`src/common/issr_pkg.sv`:
```
package issr_pkg;

    // ------------------------------------------------------------
    // register offsets
    // ------------------------------------------------------------
    localparam logic [7:0] ADDR_THR_LOW_UPPER = 8'h09;
    localparam logic [7:0] ADDR_PIN_FUNCTION = 8'h0A;
    localparam logic [7:0] ADDR_POWER_CONTROL = 8'h0B;
    localparam logic [7:0] ADDR_MEAS_FLAGS = 8'h20;
    localparam logic [7:0] ADDR_PROX_LOW = 8'h21;
    localparam logic [7:0] ADDR_PROX_HIGH = 8'h22;

    // ------------------------------------------------------------
    // field positions
    // ------------------------------------------------------------
    localparam int FLAG_OSC_BIT = 7;
    localparam int FLAG_READY_BIT = 6;
    localparam int FLAG_WAKE_BIT = 5;
    localparam int FLAG_CMP_BIT = 4;
    localparam int PIN_MODE_MSB = 2;
    localparam int POWER_STATE_BIT = 0;

    // ------------------------------------------------------------
    // reset values
    // ------------------------------------------------------------
    localparam logic [15:0] RST_THR_LOW = 16'h0000;
    localparam logic [2:0] RST_PIN_MODE = 3'h0;
    localparam logic RST_POWER_STATE = 1'b0;
    localparam logic [7:0] RST_READ_DATA = 8'h00;
    localparam logic RST_STATUS_BIT = 1'b1;

    // ------------------------------------------------------------
    // interrupt pin mode codes
    // ------------------------------------------------------------
    localparam logic [2:0] MODE_READY = 3'h4;
    localparam logic [2:0] MODE_COMPARE = 3'h2;
    localparam logic [2:0] MODE_WAKE = 3'h1;
    localparam logic [2:0] MODE_OFF = 3'h0;

    // ------------------------------------------------------------
    // carriers
    // ------------------------------------------------------------
    typedef struct packed {
        logic [7:0] addr;
        logic [7:0] wrData;
        logic wr;
        logic rd;
    } issr_reg_req_s;

    typedef struct packed {
        logic valid;
        logic [15:0] prox;
        logic [23:0] freq;
    } issr_conv_s;

endpackage : issr_pkg

```
`src/rtl/issr_result_latch.sv`:
```
`timescale 1ns/1ns
module issr_result_latch (
    input wire logic clock,
    input wire logic rst_n,
    input wire issr_pkg::issr_conv_s conv,
    input wire logic latchReq,
    output issr_pkg::issr_conv_s pending,
    output issr_pkg::issr_conv_s held,
    output logic newData
);
    import issr_pkg::*;

    // ------------------------------------------------------------
    // newest conversion, waiting for a low-byte read
    // ------------------------------------------------------------
    always_ff @(posedge clock or negedge rst_n) begin
        if (!rst_n) begin
            pending <= '0;
        end else if (conv.valid) begin
            pending <= conv;
        end
    end

    // ------------------------------------------------------------
    // host-visible copy, refreshed only at low-byte read
    // ------------------------------------------------------------
    always_ff @(posedge clock or negedge rst_n) begin
        if (!rst_n) begin
            held <= '0;
        end else if (latchReq) begin
            held <= pending;
        end
    end

    // new conversion wins over the read that clears the flag
    always_ff @(posedge clock or negedge rst_n) begin
        if (!rst_n) begin
            newData <= 1'b0;
        end else if (conv.valid) begin
            newData <= 1'b1;
        end else if (latchReq) begin
            newData <= 1'b0;
        end
    end

    AST_LATCH_HOLD: assert property (@(posedge clock) disable iff (!rst_n)
        !latchReq |=> $stable(held))
        else $error("held result changed without a low-byte read");

    AST_LATCH_TAKE: assert property (@(posedge clock) disable iff (!rst_n)
        latchReq |=> held == $past(pending))
        else $error("low-byte read did not refresh held result");

    AST_NEW_DATA_SET: assert property (@(posedge clock) disable iff (!rst_n)
        conv.valid |=> newData ##0 pending.prox == $past(conv.prox))
        else $error("conversion did not mark new data");

endmodule : issr_result_latch

```
`src/rtl/issr_threshold_cmp.sv`:
```
`timescale 1ns/1ns
module issr_threshold_cmp (
    input wire logic clock,
    input wire logic rst_n,
    input wire logic convValid,
    input wire logic [15:0] prox,
    input wire logic [15:0] thrLow,
    input wire logic [15:0] thrHigh,
    input wire logic wakeEnable,
    output logic cmpStatus,
    output logic wakeStatus
);
    import issr_pkg::*;

    logic aboveHigh;
    logic belowLow;

    assign aboveHigh = prox > thrHigh;
    assign belowLow = prox < thrLow;

    // ------------------------------------------------------------
    // comparator with hysteresis between the thresholds
    // ------------------------------------------------------------
    // misordered thresholds: the high side takes priority
    always_ff @(posedge clock or negedge rst_n) begin
        if (!rst_n) begin
            cmpStatus <= RST_STATUS_BIT;
        end else if (convValid) begin
            if (aboveHigh) begin
                cmpStatus <= 1'b0;
            end else if (belowLow) begin
                cmpStatus <= 1'b1;
            end
        end
    end

    // ------------------------------------------------------------
    // wake-up: sticky while enabled, released when disabled
    // ------------------------------------------------------------
    always_ff @(posedge clock or negedge rst_n) begin
        if (!rst_n) begin
            wakeStatus <= RST_STATUS_BIT;
        end else if (!wakeEnable) begin
            wakeStatus <= 1'b1;
        end else if (convValid && aboveHigh) begin
            wakeStatus <= 1'b0;
        end
    end

    AST_CMP_HIGH: assert property (@(posedge clock) disable iff (!rst_n)
        convValid && aboveHigh |=> !cmpStatus)
        else $error("comparator not low above high threshold");

    AST_CMP_LOW: assert property (@(posedge clock) disable iff (!rst_n)
        convValid && belowLow && !aboveHigh |=> cmpStatus)
        else $error("comparator not high below low threshold");

    AST_CMP_ONCE: assert property (@(posedge clock) disable iff (!rst_n)
        !convValid |=> $stable(cmpStatus))
        else $error("comparator moved without a conversion");

    AST_WAKE_FIRE: assert property (@(posedge clock) disable iff (!rst_n)
        wakeEnable && convValid && aboveHigh ##1 wakeEnable [*2] |-> !wakeStatus)
        else $error("wake-up not held after trigger");

    AST_WAKE_OFF: assert property (@(posedge clock) disable iff (!rst_n)
        !wakeEnable |=> wakeStatus)
        else $error("wake-up flag low while disabled");

endmodule : issr_threshold_cmp

```
`src/rtl/issr_status_regs.sv`:
```
`timescale 1ns/1ns
// How it works
// - upper-byte write commits buffer plus new byte
// - upper-byte read returns committed threshold bits 15:8
// - mode field picks pin: ready, compare, wake, off
// - power bit: clear standby, set converts
// - flag bit 7 reports oscillator stopped
// - ready bit reads zero while result unread
// - wake bit zero when triggered, one disabled
// - compare bit zero above high, one below low
// - result read as low byte then high byte
// - result copies refresh only at low-byte read
module issr_status_regs (
    input wire logic clock,
    input wire logic rst_n,
    input wire issr_pkg::issr_reg_req_s regReq,
    output logic [7:0] regRdData,
    input wire logic [7:0] lowBufByte,
    input wire logic [15:0] thrHigh,
    input wire logic oscillatorFaultFlag,
    input wire issr_pkg::issr_conv_s convIn,
    output logic [15:0] thrLowCommitted,
    output logic powerStateSelect,
    output logic [23:0] latchedFreq,
    output logic interruptOutputPinN
);
    import issr_pkg::*;

    logic [2:0] pinMode;
    logic oscFlag;
    logic resultAvailableIndicatorN;
    logic cmpStatus;
    logic wakeStatus;
    logic newData;
    logic latchReq;
    logic wakeEnable;
    logic [7:0] flagsNow;
    logic next_pinN;
    issr_conv_s convAccept;
    issr_conv_s pending;
    issr_conv_s held;

    // ------------------------------------------------------------
    // decode helpers
    // ------------------------------------------------------------
    function automatic logic isWrite(input issr_reg_req_s req, input logic [7:0] addr);
        isWrite = req.wr && (req.addr == addr);
    endfunction : isWrite

    function automatic logic isRead(input issr_reg_req_s req, input logic [7:0] addr);
        isRead = req.rd && (req.addr == addr);
    endfunction : isRead

    function automatic logic [7:0] readMux(
        input logic [7:0] addr,
        input logic [15:0] thrLowValue,
        input logic [2:0] mode,
        input logic power,
        input logic [7:0] flags,
        input logic [15:0] proxNew,
        input logic [15:0] proxHeld
    );
        logic [7:0] value;
        value = 8'h00;
        if (addr == ADDR_THR_LOW_UPPER) begin
            value = thrLowValue[15:8];
        end else if (addr == ADDR_PIN_FUNCTION) begin
            value = {5'h00, mode};
        end else if (addr == ADDR_POWER_CONTROL) begin
            value = {7'h00, power};
        end else if (addr == ADDR_MEAS_FLAGS) begin
            value = flags;
        end else if (addr == ADDR_PROX_LOW) begin
            // the read itself refreshes the copy, so it sees the newest result
            value = proxNew[7:0];
        end else if (addr == ADDR_PROX_HIGH) begin
            value = proxHeld[15:8];
        end
        readMux = value;
    endfunction : readMux

    // ------------------------------------------------------------
    // writable registers
    // ------------------------------------------------------------
    // the lower byte comes from the buffer register, which the host
    // must have written first; nothing here can check that ordering
    always_ff @(posedge clock or negedge rst_n) begin
        if (!rst_n) begin
            thrLowCommitted <= RST_THR_LOW;
        end else if (isWrite(regReq, ADDR_THR_LOW_UPPER)) begin
            thrLowCommitted <= {regReq.wrData, lowBufByte};
        end
    end

    // reserved codes are stored but drive the pin as disabled
    always_ff @(posedge clock or negedge rst_n) begin
        if (!rst_n) begin
            pinMode <= RST_PIN_MODE;
        end else if (isWrite(regReq, ADDR_PIN_FUNCTION)) begin
            pinMode <= regReq.wrData[PIN_MODE_MSB:0];
        end
    end

    always_ff @(posedge clock or negedge rst_n) begin
        if (!rst_n) begin
            powerStateSelect <= RST_POWER_STATE;
        end else if (isWrite(regReq, ADDR_POWER_CONTROL)) begin
            powerStateSelect <= regReq.wrData[POWER_STATE_BIT];
        end
    end

    // ------------------------------------------------------------
    // conversion intake and result latch
    // ------------------------------------------------------------
    // standby drops conversions, so the pending result and the comparator bit freeze
    always_comb begin
        convAccept = convIn;
        convAccept.valid = convIn.valid && powerStateSelect;
    end

    assign latchReq = isRead(regReq, ADDR_PROX_LOW);
    assign wakeEnable = pinMode == MODE_WAKE;

    issr_result_latch resultLatch (
        .clock(clock),
        .rst_n(rst_n),
        .conv(convAccept),
        .latchReq(latchReq),
        .pending(pending),
        .held(held),
        .newData(newData)
    );

    issr_threshold_cmp thresholdCmp (
        .clock(clock),
        .rst_n(rst_n),
        .convValid(convAccept.valid),
        .prox(convAccept.prox),
        .thrLow(thrLowCommitted),
        .thrHigh(thrHigh),
        .wakeEnable(wakeEnable),
        .cmpStatus(cmpStatus),
        .wakeStatus(wakeStatus)
    );

    assign latchedFreq = held.freq;

    // ------------------------------------------------------------
    // measurement flags
    // ------------------------------------------------------------
    always_ff @(posedge clock or negedge rst_n) begin
        if (!rst_n) begin
            oscFlag <= 1'b0;
        end else begin
            oscFlag <= oscillatorFaultFlag;
        end
    end

    assign resultAvailableIndicatorN = ~newData;

    always_comb begin
        flagsNow = 8'h00;
        flagsNow[FLAG_OSC_BIT] = oscFlag;
        flagsNow[FLAG_READY_BIT] = resultAvailableIndicatorN;
        flagsNow[FLAG_WAKE_BIT] = wakeStatus;
        flagsNow[FLAG_CMP_BIT] = cmpStatus;
    end

    // ------------------------------------------------------------
    // read port
    // ------------------------------------------------------------
    always_ff @(posedge clock or negedge rst_n) begin
        if (!rst_n) begin
            regRdData <= RST_READ_DATA;
        end else if (regReq.rd) begin
            regRdData <= readMux(regReq.addr, thrLowCommitted, pinMode, powerStateSelect,
                flagsNow, pending.prox, held.prox);
        end
    end

    // ------------------------------------------------------------
    // interrupt pin, active low, idle high
    // ------------------------------------------------------------
    always_comb begin
        case (pinMode)
            MODE_READY: next_pinN = resultAvailableIndicatorN;
            MODE_COMPARE: next_pinN = cmpStatus;
            MODE_WAKE: next_pinN = wakeStatus;
            default: next_pinN = 1'b1;
        endcase
    end

    always_ff @(posedge clock or negedge rst_n) begin
        if (!rst_n) begin
            interruptOutputPinN <= 1'b1;
        end else begin
            interruptOutputPinN <= next_pinN;
        end
    end

    // ------------------------------------------------------------
    // checks
    // ------------------------------------------------------------
    AST_THR_COMMIT: assert property (@(posedge clock) disable iff (!rst_n)
        isWrite(regReq, ADDR_THR_LOW_UPPER) |=> thrLowCommitted == {$past(regReq.wrData), $past(lowBufByte)})
        else $error("low threshold not committed from buffer and upper byte");

    AST_THR_READ: assert property (@(posedge clock) disable iff (!rst_n)
        isRead(regReq, ADDR_THR_LOW_UPPER) && !regReq.wr |=> regRdData == thrLowCommitted[15:8])
        else $error("upper-byte read mismatches committed threshold");

    AST_PIN_READY: assert property (@(posedge clock) disable iff (!rst_n)
        pinMode == MODE_READY |=> interruptOutputPinN == $past(resultAvailableIndicatorN))
        else $error("pin does not follow ready indication");

    AST_PIN_COMPARE: assert property (@(posedge clock) disable iff (!rst_n)
        pinMode == MODE_COMPARE |=> interruptOutputPinN == $past(cmpStatus))
        else $error("pin does not follow comparator");

    AST_PIN_OFF: assert property (@(posedge clock) disable iff (!rst_n)
        pinMode == MODE_OFF |=> interruptOutputPinN)
        else $error("pin active while all modes disabled");

    AST_STANDBY_FREEZE: assert property (@(posedge clock) disable iff (!rst_n)
        !powerStateSelect && !latchReq |=> $stable(newData) && $stable(pending))
        else $error("conversion taken in standby");

    AST_OSC_FLAG: assert property (@(posedge clock) disable iff (!rst_n)
        isRead(regReq, ADDR_MEAS_FLAGS) |=> regRdData[FLAG_OSC_BIT] == $past(oscillatorFaultFlag, 2))
        else $error("oscillator flag read wrong");

    AST_READY_READ: assert property (@(posedge clock) disable iff (!rst_n)
        isRead(regReq, ADDR_MEAS_FLAGS) |=> regRdData[FLAG_READY_BIT] == $past(~newData))
        else $error("ready bit does not show unread result");

    // high byte read right after the low byte, or after one idle cycle
    AST_PROX_BYTES: assert property (@(posedge clock) disable iff (!rst_n)
        isRead(regReq, ADDR_PROX_LOW) ##1
            (isRead(regReq, ADDR_PROX_HIGH) or (!regReq.rd ##1 isRead(regReq, ADDR_PROX_HIGH))) |=>
            {regRdData, $past(regRdData)} == $past(held.prox))
        else $error("result bytes do not pair into one conversion");

    AST_DONT_CARE: assert property (@(posedge clock) disable iff (!rst_n)
        isRead(regReq, ADDR_MEAS_FLAGS) |=> regRdData[3:0] == 4'h0)
        else $error("flag bits 3:0 not zero");

    AST_PIN_WAKE: assert property (@(posedge clock) disable iff (!rst_n)
        pinMode == MODE_WAKE |=> interruptOutputPinN == $past(wakeStatus))
        else $error("pin does not follow wake-up flag");

    AST_POWER_WRITE: assert property (@(posedge clock) disable iff (!rst_n)
        isWrite(regReq, ADDR_POWER_CONTROL) |=> powerStateSelect == $past(regReq.wrData[POWER_STATE_BIT]))
        else $error("power bit not taken from write");

    AST_PROX_LOW_READ: assert property (@(posedge clock) disable iff (!rst_n)
        isRead(regReq, ADDR_PROX_LOW) |=> regRdData == $past(pending.prox[7:0]))
        else $error("low result byte not from newest conversion");

    AST_STATUS_READ: assert property (@(posedge clock) disable iff (!rst_n)
        isRead(regReq, ADDR_MEAS_FLAGS) |=>
            {regRdData[FLAG_WAKE_BIT], regRdData[FLAG_CMP_BIT]} == $past({wakeStatus, cmpStatus}))
        else $error("wake or comparator bit read wrong");

endmodule : issr_status_regs

```
`config.mk`:
```
export PLATFORM = sky130hd
export DESIGN_NAME = issr_status_regs
export DESIGN_NICKNAME = d
export VERILOG_FILES = /design/src/common/issr_pkg.sv /design/src/rtl/issr_result_latch.sv /design/src/rtl/issr_threshold_cmp.sv /design/src/rtl/issr_status_regs.sv
export SDC_FILE = /design/constraint.sdc
export NUM_CORES = 1
export LEC_CHECK = 0
export ABC_CLOCK_PERIOD_IN_PS = 1500
export BUFFER_PORTS_ARGS = -buffer_cell sky130_fd_sc_hd__buf_2
export CORE_MARGIN = 2
export CORE_UTILIZATION = 49
export CTS_BUF_LIST = sky130_fd_sc_hd__clkbuf_16
export DETAILED_ROUTE_END_ITERATION = 7
export GPL_ROUTABILITY_DRIVEN = 1
export PLACE_DENSITY = 0.75
export REMOVE_ABC_BUFFERS = 1
export SLEW_MARGIN = 20
export SYNTH_ARGS = -nofsm -noshare
export SYNTH_HDL_FRONTEND = slang
export SYNTH_HIERARCHICAL = 1
export SYNTH_SLANG_ARGS = --single-unit
```
`constraint.sdc`:
```
create_clock -name clock -period 1.5 [get_ports clock]
set_clock_uncertainty 0.1 [all_clocks]
set_input_delay 0.375 -clock clock [delete_from_list [all_inputs] [get_ports clock]]
set_output_delay 0.375 -clock clock [all_outputs]
set_load 0.01 [all_outputs]
```
==> impl_metrics.tcl <==
set metrics [dict create \
    initial_core_util_pct 50.7 \
    p_int_mw 5.40 \
    required_ps 1630 \
    vias_per_cell 5.31 \
    core-area_sq_um 10900 \
    pin_count 136 \
    fin_tns_setup_ps -12830 \
    vdd_drop_max_uv 1020 \
    setup_viol 42 \
    grt_max_degree 43 \
    grtUsageTotal_pct 23.2 \
    cts_buffers 9 \
    die_h_microns 110 \
    grt_antenna_before_repair 0 \
    die_area_sq_um 12200 \
    drc_errors 0 \
    timing.final.ws_setup_ps -367 \
    final_antenna_net_count 0 \
    leakagePower_nw 3.81 \
    h-tree-depth 3 \
    place_inst 725 \
    drt-total-wl_microns 13900 \
    diodes 0 \
    violations "setup timing" \
    end_kind "flip-flop" \
    gr-total-overflow 0 \
    rsz0062_at_grt "yes" \
    rows 38 \
    final_cells 754 \
    pwr-share-clk_pct 32.5 \
    period_needed_ps 1870 \
    cts_tree "yes" \
    wl_per_cell_microns 18.5 \
    arrival_ps 2000 \
    place_congestion 0.912 \
    relSlewSlack_pct 78.0 \
    hold_viol 0 \
    clk_pin_slew_ps 70 \
    drt-initial-drc-count 255 \
    crit_fanout 12 \
    critPathKind "input pin to flip-flop" \
    power.density_nw_per_um2 951 \
    maxSlewViolCount 0 \
    yosysWarningCount 6 \
    comb_power_share_pct 20.1 \
    timing.final.crit_share_pct 124 \
    clk_latency_ps 350 \
    min_path_type "input pin to flip-flop" \
    syn_inst 407 \
    start_kind "input pin" \
    nNetsFinal 726 \
    p_total_mw 7.25 \
    drive_gt1_share_pct 59.6 \
    swShare_pct 25.5 \
    maxCapViolCount 0 \
    vias 4006 \
    dp_hpwl_microns 9950 \
    cts_sinks 105 \
    netlist_area_sq_um 5540 \
    place_ws_ps -776 \
    ctsRootBufferMaster "clkbuf_16" \
    p_switching_mw 1.85 \
    fmax_mhz 536 \
    grt_pass1_vias 4196 \
    portBuffers 135 \
    syn_to_final_growth_pct 37.5 \
    die-width_microns 110 \
    grt_pass1_wl_microns 21100 \
    worst_slew_pin_slew_ps 325 \
    status "finished with violations" \
    p_seq_share_pct 47.5 \
    avgSynthCellArea_sq_um 13.6 \
    first_pass_iters 6 \
    clockBufferDepth 2 \
    utilization_pct 69.7 \
]
==> area by class of cell <==
| cell class | count | area, sq um |
|---|---|---|
| fillers | 756 | 3320 |
| multi-input cells | 252 | 2840 |
| flip-flops and latches | 105 | 2630 |
| repair buffers | 207 | 1550 |
| clock buffers | 9 | 225 |
| well taps | 140 | 175 |
| inverters | 34 | 135 |
| clock inverters | 7 | 67.6 |
==> final timing paths <==
path	start	to	slack [ps]	cells after the start
worst min-delay path	oscillatorFaultFlag	oscFlag	30	1
worst max-delay path	regReq[17]	resultLatch/held[10]	-370	6
max in group asynchronous	rst_n	thrLowCommitted[3]	420	3
worst max register to register	thrLowCommitted[14]	thresholdCmp/cmpStatus	-190	6
min in group asynchronous	rst_n	resultLatch/pending[3]	350	2
worst min register to register	thresholdCmp/wakeStatus	thresholdCmp/wakeStatus	390	2
==> power by group through the flow <==
stage	Sequential [mW]	Clock (mW)	Combinational, mW
after detailed placement	3.49	0	1.25
after global routing	3.48	2.53	1.57
after global placement	3.45	0	1.20
after CTS	3.44	2.41	1.37
final	3.44	2.35	1.46
after floorplan	3.42	0	0.732
==> metal layers <==
layer  global-route usage (%)  share of wire [%]
met5                        0                  0
met4                     6.79                1.7
met3                     6.70                7.0
met2                     40.2                 50
met1                     28.0                 42
==> sequential cells by signal (all words and copies together), names as in the netlist <==
signal	cells
interruptOutputPinN	1
oscFlag	1
pinMode	3
powerStateSelect	1
regRdData	8
resultLatch/held	32
resultLatch/newData	1
resultLatch/pending	40
thrLowCommitted	16
thresholdCmp/cmpStatus	1
thresholdCmp/wakeStatus	1
==> repair_timing <==
| item | CTS | global route |
|---|---|---|
| pin swaps | 30 | 22 |
| hold buffers | 1 | 0 |
| gates cloned | 1 | 0 |
| resized for setup | 80 | 35 |
| setup buffers | 8 | 7 |
| setup endpoints to repair | 64 | 76 |
| endpoints found under the hold margin | 16 | 0 |
==> stage by stage <==
step / hold slack (ps) / cell area (sq um)
3_5_place_dp: 172 / 6670
4_1_cts: 15.1 / 7430
2_1_floorplan: -20.6 / 5310
6_report: 27.2 / 7620
3_3_place_gp: 167 / 6670
5_1_grt: 22.9 / 7620
==> worst max-delay path: stages <==
cell     delay [ps]
buf_6            90
or4_4           530
nor3b_2         200
and3_4          290
buf_12          180
mux2_4          320
==> layout by cell type, fill, tap and decap left out, types with 10 or more instances in the layout <==
master	count
inv_1	23
nand2_1	15
buf_4	56
mux2_4	80
ha_1	15
buf_6	39
mux2_2	12
buf_2	103
dfrtp_1	102
nand4_1	10
ha_4	15
(Power assumes the default switching activity.)
